`src/logic/fe_mode_pkg.sv`:
```
// Purpose: constants and types for the fast-ethernet expansion port mode control
// Assumes: two expansion ports, numbered five and six, each on its own register block
// Notes:   register map, field codes, reset values
package fe_mode_pkg;

  localparam int NUM_PORTS      = 2;
  localparam int FIRST_PORT_NUM = 5;
  localparam int ADDR_W         = 8;
  localparam int DATA_W         = 32;

  // module type codes
  localparam logic [1:0] TYPE_UNKNOWN = 2'h0;
  localparam logic [1:0] TYPE_COPPER  = 2'h1;
  localparam logic [1:0] TYPE_FIBER_M = 2'h2;
  localparam logic [1:0] TYPE_FIBER_A = 2'h3;

  // current/desired mode codes
  localparam logic [2:0] MODE_AUTO  = 3'h0; // desired only; current reads unknown
  localparam logic [2:0] MODE_10H   = 3'h1;
  localparam logic [2:0] MODE_10F   = 3'h2;
  localparam logic [2:0] MODE_100H  = 3'h3;
  localparam logic [2:0] MODE_100F  = 3'h4;
  localparam logic [2:0] MODE_NA    = 3'h7;
  localparam logic [2:0] MODE_UNKN  = 3'h0;

  // ability mask bits
  localparam int ABIL_10H  = 0;
  localparam int ABIL_10F  = 1;
  localparam int ABIL_100H = 2;
  localparam int ABIL_100F = 3;
  localparam logic [3:0] ABIL_RESET = 4'hF;

  // per-port register block: port p at base p*PORT_STRIDE
  localparam logic [ADDR_W-1:0] PORT_STRIDE = 8'h10;
  localparam logic [3:0] REG_STATUS  = 4'h0; // ro: type[1:0] link[2] cur[6:4] des[10:8]
  localparam logic [3:0] REG_DESIRED = 4'h4; // rw: mode[2:0]
  localparam logic [3:0] REG_ADV     = 4'h8; // rw: ability mask[3:0]
  localparam logic [3:0] REG_CMD     = 4'hC; // wo: bit0 step desired mode, bit1 confirm
  localparam logic [ADDR_W-1:0] REG_IRQ_STAT = 8'h80; // ro
  localparam logic [ADDR_W-1:0] REG_IRQ_CLR  = 8'h84; // wo, write one to clear
  localparam logic [ADDR_W-1:0] REG_IRQ_EN   = 8'h88; // rw
  localparam int STAT_LINK_LSB = 2;
  localparam int STAT_CUR_LSB  = 4;
  localparam int STAT_DES_LSB  = 8;
  localparam int CMD_STEP      = 0;
  localparam int CMD_SAVE      = 1;
  localparam int IRQ_BITS      = 2 * NUM_PORTS; // per port: link change, mode change

  typedef struct packed {
    logic [ADDR_W-1:0] addr;
    logic [DATA_W-1:0] wdata;
    logic              wr;
    logic              rd;
  } reg_req_t;

  typedef struct packed {
    logic [1:0] mod_type;
    logic       link_sig;
    logic [3:0] partner_abil;
  } phy_stat_t;

  typedef struct packed {
    logic       link_en;
    logic       speed_100;
    logic       full_dup;
    logic       aneg_en;
    logic [3:0] adv;
  } phy_ctrl_t;

endpackage : fe_mode_pkg

```
`src/logic/fe_mode_ctrl.sv`:
```
// Purpose: mode control, ability advertisement and status for two expansion ports
// Assumes: phy status inputs are synchronous to SYS_CLK_IN
// Notes:   desired mode takes effect on confirm; irq on link or mode change
`timescale 1ns/1ps
module fe_mode_ctrl
  import fe_mode_pkg::*;
#(
  parameter int PORTS = NUM_PORTS
) (
  input  wire logic                  SYS_CLK_IN,
  input  wire logic                  NRST_IN,
  input  wire reg_req_t              REG_REQ_IN,
  output logic      [DATA_W-1:0]     REG_RDATA_OUT,
  input  wire phy_stat_t [PORTS-1:0] PHY_STAT_IN,
  output phy_ctrl_t [PORTS-1:0]      PHY_CTRL_OUT,
  output logic                       IRQ_OUT
);

  initial begin
    if (PORTS != NUM_PORTS) $error("only two expansion ports are served");
  end

  // best common mode of a mask, priority 100F, 100H, 10F, 10H
  function automatic logic [2:0] resolve(input logic [3:0] m);
    if (m[ABIL_100F])     resolve = MODE_100F;
    else if (m[ABIL_100H]) resolve = MODE_100H;
    else if (m[ABIL_10F])  resolve = MODE_10F;
    else if (m[ABIL_10H])  resolve = MODE_10H;
    else                   resolve = MODE_UNKN;
  endfunction : resolve

  function automatic logic is_fiber(input logic [1:0] t);
    is_fiber = (t == TYPE_FIBER_M) || (t == TYPE_FIBER_A);
  endfunction : is_fiber

  // next desired value on a step command for a given module type
  function automatic logic [2:0] step_mode(input logic [1:0] t, input logic [2:0] m);
    if (is_fiber(t))        step_mode = (m == MODE_100F) ? MODE_100H : MODE_100F;
    else if (m == MODE_100F) step_mode = MODE_AUTO;
    else                    step_mode = m + 3'h1;
  endfunction : step_mode

  // keep a written desired value legal for the fitted module type
  function automatic logic [2:0] legal_mode(input logic [1:0] t, input logic [2:0] m);
    if (is_fiber(t))        legal_mode = (m == MODE_100F) ? MODE_100F : MODE_100H;
    else if (m > MODE_100F) legal_mode = MODE_AUTO;
    else                    legal_mode = m;
  endfunction : legal_mode

  logic [PORTS-1:0][2:0] des_q, des_d;     // pending desired mode
  logic [PORTS-1:0][2:0] act_q, act_d;     // confirmed and held mode
  logic [PORTS-1:0][3:0] adv_q, adv_d;
  logic [PORTS-1:0][2:0] cur_q;
  logic [PORTS-1:0]      link_q;
  logic [PORTS-1:0][2:0] cur_w;
  logic [PORTS-1:0]      link_w;
  logic [IRQ_BITS-1:0]   irq_stat_q, irq_en_q, irq_set_w, irq_clr_w;
  logic [DATA_W-1:0]     rdata_q, rdata_w;

  // address split
  wire logic             in_port   = (REG_REQ_IN.addr < PORT_STRIDE * PORTS);
  wire logic             port_sel  = REG_REQ_IN.addr[4];
  wire logic [3:0]       reg_off   = REG_REQ_IN.addr[3:0];
  wire logic             wr_des    = REG_REQ_IN.wr && in_port && reg_off == REG_DESIRED;
  wire logic             wr_adv    = REG_REQ_IN.wr && in_port && reg_off == REG_ADV;
  wire logic             wr_cmd    = REG_REQ_IN.wr && in_port && reg_off == REG_CMD;
  wire logic             wr_iclr   = REG_REQ_IN.wr && REG_REQ_IN.addr == REG_IRQ_CLR;
  wire logic             wr_ien    = REG_REQ_IN.wr && REG_REQ_IN.addr == REG_IRQ_EN;

  // per-port mode resolution and config next values
  for (genvar p = 0; p < PORTS; p++) begin : g_port
    wire logic [1:0] typ     = PHY_STAT_IN[p].mod_type;
    wire logic       fiber   = is_fiber(typ);
    wire logic       copper  = (typ == TYPE_COPPER);
    wire logic       sel     = (port_sel == 1'(p));
    wire logic       aneg    = copper && act_q[p] == MODE_AUTO;
    wire logic [2:0] neg     = resolve(adv_q[p] & PHY_STAT_IN[p].partner_abil);
    wire logic       no_com  = aneg && neg == MODE_UNKN;
    wire logic       fitted  = fiber || copper;

    assign link_w[p] = fitted && PHY_STAT_IN[p].link_sig && !no_com;
    // current mode: na when empty, resolved under auto, held setting otherwise
    assign cur_w[p]  = !fitted ? MODE_NA :
                       aneg ? (link_w[p] ? neg : MODE_UNKN) :
                       act_q[p];
    assign des_d[p]  = (sel && wr_cmd && REG_REQ_IN.wdata[CMD_STEP]) ?
                       step_mode(typ, des_q[p]) :
                       (sel && wr_des) ? legal_mode(typ, REG_REQ_IN.wdata[2:0]) :
                       legal_mode(typ, des_q[p]);
    assign act_d[p]  = (sel && wr_cmd && REG_REQ_IN.wdata[CMD_SAVE]) ? des_d[p] :
                       legal_mode(typ, act_q[p]);
    assign adv_d[p]  = (sel && wr_adv) ? REG_REQ_IN.wdata[3:0] : adv_q[p];

    // drive the phy: forced mode disables negotiation
    assign PHY_CTRL_OUT[p].aneg_en   = aneg;
    assign PHY_CTRL_OUT[p].adv       = aneg ? adv_q[p] : 4'h0;
    assign PHY_CTRL_OUT[p].link_en   = fitted && !no_com;
    assign PHY_CTRL_OUT[p].speed_100 = (cur_q[p] == MODE_100H) || (cur_q[p] == MODE_100F);
    assign PHY_CTRL_OUT[p].full_dup  = (cur_q[p] == MODE_100F) || (cur_q[p] == MODE_10F);

    assign irq_set_w[2*p]   = link_w[p] != link_q[p];
    assign irq_set_w[2*p+1] = cur_w[p] != cur_q[p];
  end

  assign irq_clr_w = wr_iclr ? REG_REQ_IN.wdata[IRQ_BITS-1:0] : '0;

  // read mux
  wire logic       rp = port_sel;
  assign rdata_w = !REG_REQ_IN.rd ? '0 :
    (in_port && reg_off == REG_STATUS) ?
      DATA_W'({des_q[rp], 1'b0, cur_q[rp], 1'b0, link_q[rp], PHY_STAT_IN[rp].mod_type}) :
    (in_port && reg_off == REG_DESIRED) ? DATA_W'(des_q[rp]) :
    (in_port && reg_off == REG_ADV)     ? DATA_W'(adv_q[rp]) :
    (REG_REQ_IN.addr == REG_IRQ_STAT)   ? DATA_W'(irq_stat_q) :
    (REG_REQ_IN.addr == REG_IRQ_EN)     ? DATA_W'(irq_en_q) : '0;

  // config registers; reset to auto with all abilities advertised
  always_ff @(posedge SYS_CLK_IN) begin
    if (!NRST_IN) begin
      des_q <= '0;
      act_q <= '0;
      adv_q <= {PORTS{ABIL_RESET}};
    end else begin
      des_q <= des_d;
      act_q <= act_d;
      adv_q <= adv_d;
    end
  end

  // status, interrupt and read data registers; set wins over clear
  always_ff @(posedge SYS_CLK_IN) begin
    if (!NRST_IN) begin
      cur_q      <= {PORTS{MODE_NA}};
      link_q     <= '0;
      irq_stat_q <= '0;
      irq_en_q   <= '0;
      rdata_q    <= '0;
    end else begin
      cur_q      <= cur_w;
      link_q     <= link_w;
      irq_stat_q <= (irq_stat_q & ~irq_clr_w) | irq_set_w;
      irq_en_q   <= wr_ien ? REG_REQ_IN.wdata[IRQ_BITS-1:0] : irq_en_q;
      rdata_q    <= rdata_w;
    end
  end

  assign REG_RDATA_OUT = rdata_q;
  assign IRQ_OUT       = |(irq_stat_q & irq_en_q);

  // checks
  AST_FORCED_NO_ANEG: assert property (@(posedge SYS_CLK_IN) disable iff (!NRST_IN)
    PHY_STAT_IN[0].mod_type == TYPE_COPPER && act_q[0] != MODE_AUTO
      |-> !PHY_CTRL_OUT[0].aneg_en) else $error("forced mode left negotiation on");
  AST_FIBER_DES: assert property (@(posedge SYS_CLK_IN) disable iff (!NRST_IN)
    is_fiber(PHY_STAT_IN[0].mod_type) && $stable(PHY_STAT_IN[0].mod_type)
      |-> des_q[0] == MODE_100H || des_q[0] == MODE_100F) else $error("bad fiber mode");
  AST_EMPTY_NA: assert property (@(posedge SYS_CLK_IN) disable iff (!NRST_IN)
    PHY_STAT_IN[0].mod_type == TYPE_UNKNOWN |=> cur_q[0] == MODE_NA || !$stable(PHY_STAT_IN[0].mod_type))
    else $error("empty slot not na");
  AST_NOLINK: assert property (@(posedge SYS_CLK_IN) disable iff (!NRST_IN)
    !PHY_STAT_IN[0].link_sig |=> !link_q[0]) else $error("link without signal");
  AST_NOCOMMON: assert property (@(posedge SYS_CLK_IN) disable iff (!NRST_IN)
    g_port[0].no_com |=> !link_q[0]) else $error("link without common mode");
  AST_RESOLVE: assert property (@(posedge SYS_CLK_IN) disable iff (!NRST_IN)
    g_port[0].aneg && link_w[0] && adv_q[0][ABIL_100F] && PHY_STAT_IN[0].partner_abil[ABIL_100F]
      |=> cur_q[0] == MODE_100F) else $error("not best mode");
  AST_SAVE_HELD: assert property (@(posedge SYS_CLK_IN) disable iff (!NRST_IN)
    wr_cmd && !port_sel && REG_REQ_IN.wdata[CMD_SAVE] && !REG_REQ_IN.wdata[CMD_STEP]
      && $stable(PHY_STAT_IN[0].mod_type) |=> act_q[0] == $past(des_q[0]))
    else $error("save not applied");
  AST_ADV_MASK: assert property (@(posedge SYS_CLK_IN) disable iff (!NRST_IN)
    (PHY_CTRL_OUT[0].adv & ~adv_q[0]) == 4'h0) else $error("disabled ability advertised");
  AST_IRQ: assert property (@(posedge SYS_CLK_IN) disable iff (!NRST_IN)
    irq_set_w[0] |=> irq_stat_q[0]) else $error("event lost");

  COV_FORCE: cover property (@(posedge SYS_CLK_IN) wr_cmd && REG_REQ_IN.wdata[CMD_SAVE]);
  COV_AUTO100: cover property (@(posedge SYS_CLK_IN) cur_q[0] == MODE_100F && link_q[0]);
  COV_FIBER: cover property (@(posedge SYS_CLK_IN) is_fiber(PHY_STAT_IN[1].mod_type) && link_q[1]);
  COV_IRQ: cover property (@(posedge SYS_CLK_IN) IRQ_OUT);

endmodule : fe_mode_ctrl

```
`config.mk`:
```
export PLATFORM = sky130hd
export DESIGN_NAME = fe_mode_ctrl
export DESIGN_NICKNAME = d
export VERILOG_FILES = /design/src/logic/fe_mode_pkg.sv /design/src/logic/fe_mode_ctrl.sv
export SDC_FILE = /design/constraint.sdc
export NUM_CORES = 1
export LEC_CHECK = 0
export BUFFER_PORTS_ARGS = -buffer_cell sky130_fd_sc_hd__clkbuf_2
export CORE_ASPECT_RATIO = 0.9
export CORE_MARGIN = 5
export CORE_UTILIZATION = 50
export CTS_CLUSTER_SIZE = 8
export DETAILED_ROUTE_END_ITERATION = 8
export GPL_TIMING_DRIVEN = 0
export PLACE_DENSITY = 0.85
export SLEW_MARGIN = 0
export SYNTH_ARGS = -nofsm -noshare
export SYNTH_HDL_FRONTEND = slang
export SYNTH_SLANG_ARGS = --single-unit
```
`constraint.sdc`:
```
create_clock -name SYS_CLK_IN -period 2.1 [get_ports SYS_CLK_IN]
set_clock_uncertainty 0.15 [all_clocks]
set_input_delay 0.42 -clock SYS_CLK_IN [delete_from_list [all_inputs] [get_ports SYS_CLK_IN]]
set_output_delay 0.42 -clock SYS_CLK_IN [all_outputs]
set_load 0.02 [all_outputs]
```
# After elaboration in Yosys (flattened, before gate mapping)
# Index checks and enable logic that the tools add are counted.
# word_totals
input_bits,58
reg_bits,68
wordCells,169
output_inout_bits,49
# classes
n_reduce_logical,50
bitwise,9
eq_ne,27
order_cmp,7
add_sub_neg,2
mux,60
# op_table
operator,n
3-bit two-way mux,40
4-bit two-way mux,9
1-bit logical AND,29
8-bit equality test (second input constant),3
3-bit equality test (second input constant),7
4-bit AND,4
3-bit > comparator (second input constant),5
7-bit two-way mux,2
3-bit by 2-bit equality test with 1-bit output (second input constant),4
3-bit logical NOT,4
11-bit two-way mux,1
2-bit equality test (second input constant),4
4-bit equality test (second input constant),2
1-bit logical OR,8
8-bit by 6-bit < comparator with 1-bit output (second input constant),1
2-bit two-way mux,4
4-bit OR reduction,2
3-bit by 1-bit adder with 3-bit output (second input constant),2
3-bit != test,2
3-bit nonzero test,2
6-bit OR reduction,1
2-bit by 1-bit equality test with 1-bit output (second input constant),2
4-bit by 3-bit equality test with 1-bit output (second input constant),1
4-bit logical NOT,1
other kinds (8),15

# Logic depth before layout (Yosys ltp)
# Gate-level depths: netlist of the first run.
# logic_depth
word_depth,14
depth_mapped,7
ltp_nobuf,7

# Least setup slack after synthesis of the first run
# No wires, ideal clock.
# synth_timing
path_kind,in2reg
start,in REG_REQ_IN[37] (netlist name)
end,reg act_q[3] (netlist name)
setup_time_ps,132
path_buffers,1
t_required_ps,1818
slack_ps,293
t_arrival_ps,1525
cell_stages,6
cell_sequence,buf_6 > nor3b_4 > and2_4 > nand2_2 > o311ai_1 > o32ai_1
# synth_between
elab_chain_cells,7
word_cells_on_any_way,14
cone_classes,order compare: 1; eq/ne: 2; mux: 3; reduce/logical: 8
# synth_lines
element,line,text
"start, declared",fe_mode_ctrl.sv:12,"input wire reg_req_t REG_REQ_IN,"
8-bit by 6-bit < comparator with 1-bit output,fe_mode_ctrl.sv:61,wire logic in_port = (REG_REQ_IN.addr < PORT_STRIDE * PORTS);
1-bit logical AND,"fe_mode_ctrl.sv:64, fe_mode_ctrl.sv:66",
"1-bit logical AND, on equally long branches","fe_mode_ctrl.sv:64, fe_mode_ctrl.sv:66",
"1-bit logical AND, on equally long branches","fe_mode_ctrl.sv:88, fe_mode_ctrl.sv:86, fe_mode_ctrl.sv:90",
3-bit two-way mux / 1-bit logical AND (equally long branches),"fe_mode_ctrl.sv:88, fe_mode_ctrl.sv:86",
3-bit two-way mux,fe_mode_ctrl.sv:86,assign des_d[p] = (sel && wr_cmd && REG_REQ_IN.wdata[CMD_STEP]) ?
3-bit two-way mux,fe_mode_ctrl.sv:90,assign act_d[p] = (sel && wr_cmd && REG_REQ_IN.wdata[CMD_SAVE]) ? des_d[p] :
"end signal, assigned",fe_mode_ctrl.sv:125,act_q <= act_d;
"end, declared",fe_mode_ctrl.sv:51,"logic [PORTS-1:0][2:0] act_q, act_d;"
# Several ways; a longest one is shown, not always the timed one.
# A chain may end at the register's enable or synchronous reset.

# Final worst setup path of the first run
# layout_timing
start,reg act_q[3] (netlist name)
end,out PHY_CTRL_OUT[12] (netlist name)
# layout_between
elab_chain_cells,2
# layout_lines
element,line,text
3-bit logical NOT,fe_mode_ctrl.sv:76,wire logic aneg = copper && act_q[p] == MODE_AUTO;
1-bit logical AND,fe_mode_ctrl.sv:76,
"end, declared",fe_mode_ctrl.sv:15,"output phy_ctrl_t [PORTS-1:0] PHY_CTRL_OUT,"
# No other way between the ends.

==> impl_metrics.json, run 1 <==
{
  "post-dp-hpwl_um": 6290,
  "cts_buffer_depth": 2,
  "async_reset_ff_frac": 0,
  "remaining_drc_errors": 0,
  "crit_fanout": 8,
  "die_x_um": 90.5,
  "intPower_w": 0.00130,
  "die_y_um": 82.4,
  "dpl.cell_count": 492,
  "netlist_area_sq_mm": 0.00291,
  "drt_iter0_drc": 361,
  "drt-total-wl_um": 8130,
  "wl_per_cell_um": 16.3,
  "viasPerCell": 5.82,
  "relSlewSlack": 0.497,
  "row_count": 26,
  "hp-class": "primary input to flip-flop",
  "cp_slowest_cell": "dfxtp_1",
  "leakagePower_nw": 1.65,
  "grt_max_degree": 13,
  "r2r_end": "irq_stat_q[3]$_SDFF_PN0_",
  "cpPeakStageDelay_ps": 380,
  "synth_top_area_cell": "dfxtp_1",
  "layout.nets": 491,
  "track_usage": 0.226,
  "worstPathArrival_ps": 1410,
  "cp-start-kind": "flip-flop",
  "cp_data_required_time_ps": 1530,
  "cap_violations": 0,
  "hold_violations": 0,
  "numCtsBuffers": 5,
  "grt-ovfl-total": 0,
  "min_to": "adv_q[7]$_SDFFE_PN1P_",
  "drv_slew": 0,
  "hp-start": "REG_REQ_IN[5]",
  "post-route-min-period_ps": 1980,
  "hold-worst-slack_ps": 252,
  "htreeDepth": 2,
  "post-route-period-util": 0.941,
  "grt_pass1_wl_um": 13600,
  "peakVddDrop_v": 0.000402,
  "ys.flop_type": "dfxtp_1",
  "antenna_found_initial": 0,
  "num_io_pins": 107,
  "power_density_mw_per_mm2": 541,
  "fin_tns_setup_ps": 0,
  "diodes": 0,
  "status": "complete, no violations",
  "clockRootBuffer": "clkbuf_8",
  "synth_edf_count": 0,
  "end_kind": "output pin",
  "path_cells": "nor3_4, and2_1, buf_4, clkbuf_2",
  "areaGrowthSynthToFinish_pct": 17.9,
  "rsz0062_at_grt": "false",
  "cts_tree": "done",
  "synth.ff_latch_count": 46,
  "power_frac_seq": 0.509,
  "io_buffers": 52,
  "hold_depth": 3,
  "switching_share": 0.301,
  "clk_pin_slew_ps": 70,
  "clkLatencyLatePin_ps": 300,
  "vias": 2904,
  "criticalPathCategory": "flip-flop to output pin",
  "netlist_top_cells_area": "dfxtp_1, mux2i_1, buf_4",
  "syn_area_per_cell_sq_um": 8.35,
  "p_sw_w": 0.000558,
  "syn_inst": 349,
  "drive_gt1_frac": 0.242,
  "reg2reg_slack_ps": 200,
  "synth_top_area_share": 0.316,
  "ys_seq_area_frac": 0.316,
  "first_pass_iters": 5,
  "antenna_left": 0,
  "yosysWarningCount": 0,
  "grt_pass1_vias": 2825,
  "tightest_slew_ps": 747,
  "finalSetupViolations": 0,
  "comb_power_share": 0.219,
  "routabilityCongestion": 0.936,
  "fmax_mhz": 506,
  "layout.cells.non_filler": 499,
  "die_area_sq_mm": 0.00746,
  "post_cts_buffers": 0,
  "clockPowerShare": 0.272,
  "core_sq_mm": 0.00566,
  "synth_cell_types": 48,
  "initial_core_util": 0.515,
  "reg2reg_from": "act_q[3]$_SDFFE_PN0P_",
  "reg2regPathDepth": 5,
  "clock_sinks": 46
}
state kept, by name, indices dropped and copies added, names as in the netlist:
signal / flops
REG_RDATA_OUT: 10
act_q: 6
adv_q: 8
cur_q: 6
des_q: 6
irq_en_q: 4
irq_stat_q: 4
link_q: 2
layout make-up:
type / count / area [sq um]
tap: 70 / 87.6
inverter: 13 / 48.8
multi-input combinational: 276 / 1800
clock buffer: 7 / 76.3
sequential: 46 / 921
timing repair buffer: 52 / 260
fill: 499 / 2230
buffer: 35 / 239
layout by cell type (no fill, tap or decap), types with 3 or more instances in the layout:
cell type,netlist,routed
a21oi_1,24,24
a22oi_1,6,6
a32oi_1,3,3
and2_1,4,4
and3_1,13,13
buf_2,5,5
buf_4,25,25
clkbuf_1,4,6
clkbuf_2,0,52
clkbuf_8,0,5
conb_1,1,22
dfxtp_1,46,46
ha_1,4,4
inv_1,13,13
mux2i_1,25,25
mux4_2,3,3
nand2_1,29,29
nand2b_1,12,12
nand3_1,7,7
nand4_1,6,6
nor2_1,34,34
nor3_4,2,4
o211ai_1,5,5
o21ai_0,16,16
o22ai_1,9,9
o32ai_1,5,5
xor2_1,8,8
metrics by stage:
step | total power, W | setup slack, ps | cell area [sq um] | utilization
after floorplan | 0.00124 | 293 | 2990 | -
after global placement | 0.00135 | -35.5 | 3340 | 0.590
after detailed placement | 0.00136 | -61.1 | 3340 | 0.590
after CTS | 0.00185 | 31.4 | 3420 | 0.604
after global routing | 0.00195 | 10.0 | 3430 | 0.607
final | 0.00186 | 124 | 3430 | 0.607
cell families after synthesis:
group	count (synthesis)	synth area share
simple gates	131	0.248
compound gates	81	0.180
buf+inv	48	0.0988
flops	46	0.316
mux	28	0.109
xor+xnor	10	0.0301
fa+ha+maj	4	0.0172
other cells	1	0.00129
per-layer routing:
metal | track usage | part of all wire
met3 | 0.0543 | 0.093
met1 | 0.292 | 0.43
met4 | 0.0863 | 0.023
met5 | 0 | 0
met2 | 0.369 | 0.46
repair_timing:
action	in CTS	in global routing
setup endpoints to repair	0	9
hold buffers	0	0
resized for setup	0	4
synthesized netlist by cell type, types with 3 or more instances:
cell	count
mux2i_1	25
and2_1	4
a32oi_1	3
dfxtp_1	46
nand4_1	6
nand3_1	7
clkbuf_1	4
nand2_1	29
nand2b_1	12
nor2b_1	4
xor2_1	8
o22ai_1	9
a21oi_1	24
nor3_2	3
and3_1	13
inv_1	13
buf_4	25
o32ai_1	5
o211ai_1	5
o21ai_0	16
buf_2	5
a22oi_1	6
ha_1	4
mux4_2	3
nor2_1	34
worst max path at each step:
| stage | start | to | slack (ps) | cells after the start |
|---|---|---|---|---|
| 5_1_grt | act_q[3]$_SDFFE_PN0P_ | irq_stat_q[3]$_SDFF_PN0_ | 10 | 5 |
| 2_1_floorplan | REG_REQ_IN[37] | act_q[3]$_SDFFE_PN0P_ | 290 | 6 |
| 4_1_cts | act_q[3]$_SDFFE_PN0P_ | PHY_CTRL_OUT[12] | 30 | 4 |
| 3_3_place_gp | REG_REQ_IN[40] | adv_q[7]$_SDFFE_PN1P_ | -40 | 5 |
| 3_5_place_dp | REG_REQ_IN[40] | adv_q[4]$_SDFFE_PN1P_ | -60 | 5 |
| 6_report | act_q[3]$_SDFFE_PN0P_ | PHY_CTRL_OUT[12] | 120 | 4 |
worst max-delay path: cells and delay by family (launching register included):
kind          cells  cell delay [ps]
simple gates      2              480
flops             1              380
buf+inv           2              240
power groups by stage:
stage | registers (W) | clock network [W] | logic [W]
after floorplan | 0.000948 | 0 | 0.000291
after global placement | 0.000960 | 0 | 0.000385
after detailed placement | 0.000962 | 0 | 0.000394
after CTS | 0.000941 | 0.000516 | 0.000397
after global routing | 0.000950 | 0.000553 | 0.000448
final | 0.000945 | 0.000505 | 0.000407
No activity file was read; power rests on OpenSTA's default activity.
==> run 2, diff against run 1 <==
Settings changed: ABC_CLOCK_PERIOD_IN_PS set to 2100, CORE_UTILIZATION 50 to 40, PLACE_DENSITY 0.85 to 0.71.
==> impl_metrics.json, run 2 (synthesized netlist as in run 1, its figures left out) <==
{
  "cp_data_required_time_ps": 1530,
  "cp_slowest_cell": "dfxtp_1",
  "drv_slew": 0,
  "largest_register_ffs": 10,
  "first_pass_iters": 5,
  "cts_tree": "done",
  "antenna_found_initial": 0,
  "grt_pass1_vias": 2595,
  "post-route-min-period_ps": 1980,
  "relSlewSlack": 0.586,
  "crit_family": "simple AND/OR/NAND/NOR gates",
  "clockPowerShare": 0.293,
  "remaining_drc_errors": 0,
  "power_density_mw_per_mm2": 548,
  "criticalPathCategory": "flip-flop to output pin",
  "layout.nets": 491,
  "viasPerCell": 5.35,
  "cts_buffer_depth": 2,
  "power_frac_seq": 0.496,
  "clock_sinks": 46,
  "numCtsBuffers": 5,
  "post-dp-hpwl_um": 6370,
  "wl_per_cell_um": 15.2,
  "intPower_w": 0.00134,
  "most-common-layout-cells": "clkbuf_2, dfxtp_1, nor2_1",
  "post_cts_buffers": 0,
  "hp-class": "primary input to flip-flop",
  "drt_iter0_drc": 195,
  "worstPathArrival_ps": 1410,
  "fmax_mhz": 504,
  "path_depth": 4,
  "reg2regPathDepth": 5,
  "hold_violations": 0,
  "status": "complete, no violations",
  "seqCellArea_sq_um": 921,
  "multi_input_area_sq_mm": 0.00180,
  "hold_depth": 3,
  "path_cells": "nor3_4, and2_1, buf_4, clkbuf_2",
  "grt_max_degree": 14,
  "drive_gt1_frac": 0.244,
  "switching_share": 0.299,
  "diodes": 0,
  "io_buffers": 52,
  "num_io_pins": 107,
  "cp.buffers_inverters": 2,
  "cap_violations": 0,
  "p_sw_w": 0.000569,
  "die_y_um": 91.0,
  "dpl.cell_count": 515,
  "end_kind": "output pin",
  "core_sq_mm": 0.00708,
  "rsz0062_at_grt": "false",
  "routabilityCongestion": 0.922,
  "clk_pin_slew_ps": 90,
  "crit_fanout": 8,
  "initial_core_util": 0.412,
  "areaGrowthSynthToFinish_pct": 19.3,
  "reg2reg_slack_ps": 230,
  "die_x_um": 100,
  "finalSetupViolations": 0,
  "postPlaceCellArea_sq_mm": 0.00337,
  "cp-start-kind": "flip-flop",
  "grt_pass1_wl_um": 12900,
  "grt-ovfl-total": 0,
  "cpPeakStageDelay_ps": 380,
  "post-route-period-util": 0.945,
  "vias": 2797,
  "fill_cells": 708,
  "die_area_sq_mm": 0.00909,
  "comb_power_share": 0.211,
  "leakagePower_nw": 1.66,
  "row_count": 29,
  "tightest_slew_ps": 616,
  "htreeDepth": 2,
  "final_common_cell": "clkbuf_2",
  "drt-total-wl_um": 7950,
  "clockRootBuffer": "clkbuf_8",
  "track_usage": 0.174,
  "clkLatencyLatePin_ps": 290,
  "postCtsHoldBufs": 0,
  "peakVddDrop_v": 0.000296,
  "finalInstanceArea_sq_mm": 0.00348,
  "post_cts_resized": 0,
  "layout.cells.non_filler": 523,
  "antenna_left": 0
}
-- run 2: area by class of cell --
cell class,instances,share of cell area
Sequential cell,46,0.265
Buffer,35,0.0688
Tap cell,93,0.0335
Clock buffer,7,0.0248
Clock inverter,1,0.00144
Multi-Input combinational cell,276,0.518
Inverter,13,0.0140
Timing Repair Buffer,52,0.0749
-- run 2: metal layers --
| metal | GRT usage | part of all wire | routed length (um) |
|---|---|---|---|
| met1 | 0.260 | 0.48 | 3830 |
| met2 | 0.259 | 0.43 | 3390 |
| met3 | 0.0253 | 0.072 | 569 |
| met4 | 0.0527 | 0.020 | 159 |
| met5 | 0 | 0 | 0 |
-- run 2: worst min-delay path, stage by stage --
cell      delay [ps]
clkbuf_2         100
nand2_1           90
nor2_1            40
-- run 2: per-stage QoR --
stage,setup TNS (ps),setup slack [ps],power [W],utilization,hold WS [ps]
3_3_place_gp,0,28.4,0.00135,0.476,315
3_5_place_dp,-0.109,-0.109,0.00136,0.476,316
5_1_grt,0,1.35,0.00200,0.491,264
4_1_cts,0,33.5,0.00191,0.489,251
2_1_floorplan,0,293,0.00124,-,294
6_report,0,116,0.00190,0.491,255
-- run 2: worst paths after layout --
check / end / from
setup / recovery: PHY_CTRL_OUT[4] / act_q[0]$_SDFFE_PN0P_
hold / removal: link_q[1]$_SDFF_PN0_ / PHY_STAT_IN[11]
setup reg to reg: irq_stat_q[3]$_SDFF_PN0_ / act_q[5]$_SDFFE_PN0P_
hold reg to reg: irq_stat_q[2]$_SDFF_PN0_ / irq_stat_q[2]$_SDFF_PN0_
-- run 2: power groups by stage --
stage	clock network [W]	logic (W)	registers, W
6_report	0.000558	0.000402	0.000944
5_1_grt	0.000606	0.000444	0.000950
4_1_cts	0.000568	0.000397	0.000942
3_5_place_dp	0	0.000395	0.000962
3_3_place_gp	0	0.000390	0.000962
2_1_floorplan	0	0.000291	0.000948
==> run 3, diff against run 2 <==
Settings changed: PLACE_DENSITY 0.71 to 0.68.
==> impl_metrics.json, run 3 (synthesized netlist as in run 1, its figures left out) <==
{
  "die_area_sq_mm": 0.00909,
  "htreeDepth": 2,
  "clk_pin_slew_ps": 90,
  "initial_core_util": 0.412,
  "io_buffers": 52,
  "drt_iter0_drc": 203,
  "first_pass_iters": 4,
  "reg2regPathDepth": 5,
  "comb_power_share": 0.200,
  "relSlewSlack": 0.489,
  "p_sw_w": 0.000593,
  "intPower_w": 0.00142,
  "antenna_left": 0,
  "drv_slew": 0,
  "drt-total-wl_um": 8060,
  "drive_gt1_frac": 0.247,
  "finalSetupViolations": 0,
  "remaining_drc_errors": 0,
  "tightest_slew_ps": 759,
  "largest_register_ffs": 10,
  "post_cts_buffers": 0,
  "fin_util": 0.494,
  "clockRootBuffer": "clkbuf_8",
  "hp-class": "primary input to flip-flop",
  "diodes": 0,
  "numCtsBuffers": 5,
  "end_kind": "output pin",
  "clockPowerShare": 0.332,
  "layout.nets": 491,
  "most-common-layout-cells": "clkbuf_2, dfxtp_1, nor2_1",
  "post-dp-hpwl_um": 6360,
  "fmax_mhz": 500,
  "postCtsHoldBufs": 0,
  "rsz0062_at_grt": "false",
  "wl_per_cell_um": 15.4,
  "routabilityCongestion": 0.881,
  "post-route-min-period_ps": 2000,
  "cap_violations": 0,
  "final_common_cell": "clkbuf_2",
  "grt_pass1_wl_um": 13100,
  "post_cts_resized": 0,
  "viasPerCell": 5.37,
  "grt-ovfl-total": 0,
  "leakagePower_nw": 1.66,
  "criticalPathCategory": "flip-flop to output pin",
  "hold_depth": 3,
  "grt_max_degree": 16,
  "clock_sinks": 46,
  "cts_buffer_depth": 2,
  "clkLatencyLatePin_ps": 310,
  "die_y_um": 91.0,
  "status": "complete, no violations",
  "vias": 2806,
  "antenna_found_initial": 0,
  "power_density_mw_per_mm2": 576,
  "areaGrowthSynthToFinish_pct": 20.1,
  "grt_pass1_vias": 2680,
  "cts_tree": "done",
  "crit_fanout": 7,
  "core_sq_mm": 0.00708,
  "switching_share": 0.294,
  "postPlaceCellArea_sq_mm": 0.00337,
  "peakVddDrop_v": 0.000242,
  "finalInstanceArea_sq_mm": 0.00350,
  "row_count": 29,
  "worstPathArrival_ps": 1430,
  "track_usage": 0.179,
  "die_x_um": 100,
  "post-route-period-util": 0.952,
  "cp-start-kind": "flip-flop",
  "hold_violations": 0,
  "num_io_pins": 107,
  "cp_data_required_time_ps": 1530,
  "power_frac_seq": 0.469
}
==> run 3: cell count changes in the layout (fill, tap and decap cells not counted) <==
cell,change
clkinv_2,-1
clkbuf_1,-1
bufinv_16,+1
clkbuf_8,-1
clkinvlp_4,+2
==> run 3: metal layers <==
layer / global-route usage / share of wire / vias to the layer above
met5: 0 / 0 / -
met3: 0.0314 / 0.076 / 10
met4: 0.0561 / 0.013 / 0
li1: - / - / 1383
met1: 0.254 / 0.46 / 1314
met2: 0.276 / 0.45 / 99
==> run 3: worst max-delay path, stage by stage, from the launching register on <==
cell and delay [ps]:
dfxtp_1 380, nor2b_1 320, and2_1 180, buf_4 90, clkbuf_2 150
==> run 3: layout make-up <==
| class | count | area, sq um |
|---|---|---|
| clock buffers | 5 | 68.8 |
| plain buffers | 35 | 239 |
| inverters | 13 | 48.8 |
| multi-input cells | 276 | 1800 |
| repair buffers | 52 | 260 |
| fillers | 694 | 3580 |
| flip-flops and latches | 46 | 921 |
| well taps | 93 | 116 |
| clock inverters | 3 | 45.0 |
==> run 3: path summary, 6_finish.rpt <==
kind | startpoint | slack, ps | endpoint
setup reg to reg | act_q[2]$_SDFFE_PN0P_ | 210 | irq_stat_q[1]$_SDFF_PN0_
setup / recovery | act_q[2]$_SDFFE_PN0P_ | 100 | PHY_CTRL_OUT[4]
hold / removal | PHY_STAT_IN[11] | 240 | link_q[1]$_SDFF_PN0_
hold reg to reg | irq_stat_q[2]$_SDFF_PN0_ | 340 | irq_stat_q[2]$_SDFF_PN0_
==> run 3: metrics by stage <==
step / setup TNS, ps / total power, W / hold slack (ps) / cells / setup slack (ps)
floorplan: 0 / 0.00124 / 294 / 370 / 293
global placement: -375 / 0.00135 / 314 / 515 / -68.7
global route: 0 / 0.00210 / 261 / 523 / 2.48
detailed placement: -498 / 0.00136 / 323 / 515 / -95.0
CTS: 0 / 0.00201 / 243 / 523 / 34.6
finish: 0 / 0.00202 / 242 / 523 / 101
==> run 3: power by group through the flow <==
stage	registers [W]	clock network (W)	logic [W]
2_1_floorplan	0.000948	0	0.000291
3_3_place_gp	0.000962	0	0.000389
3_5_place_dp	0.000962	0	0.000396
4_1_cts	0.000942	0.000675	0.000398
5_1_grt	0.000950	0.000711	0.000443
6_report	0.000945	0.000669	0.000403
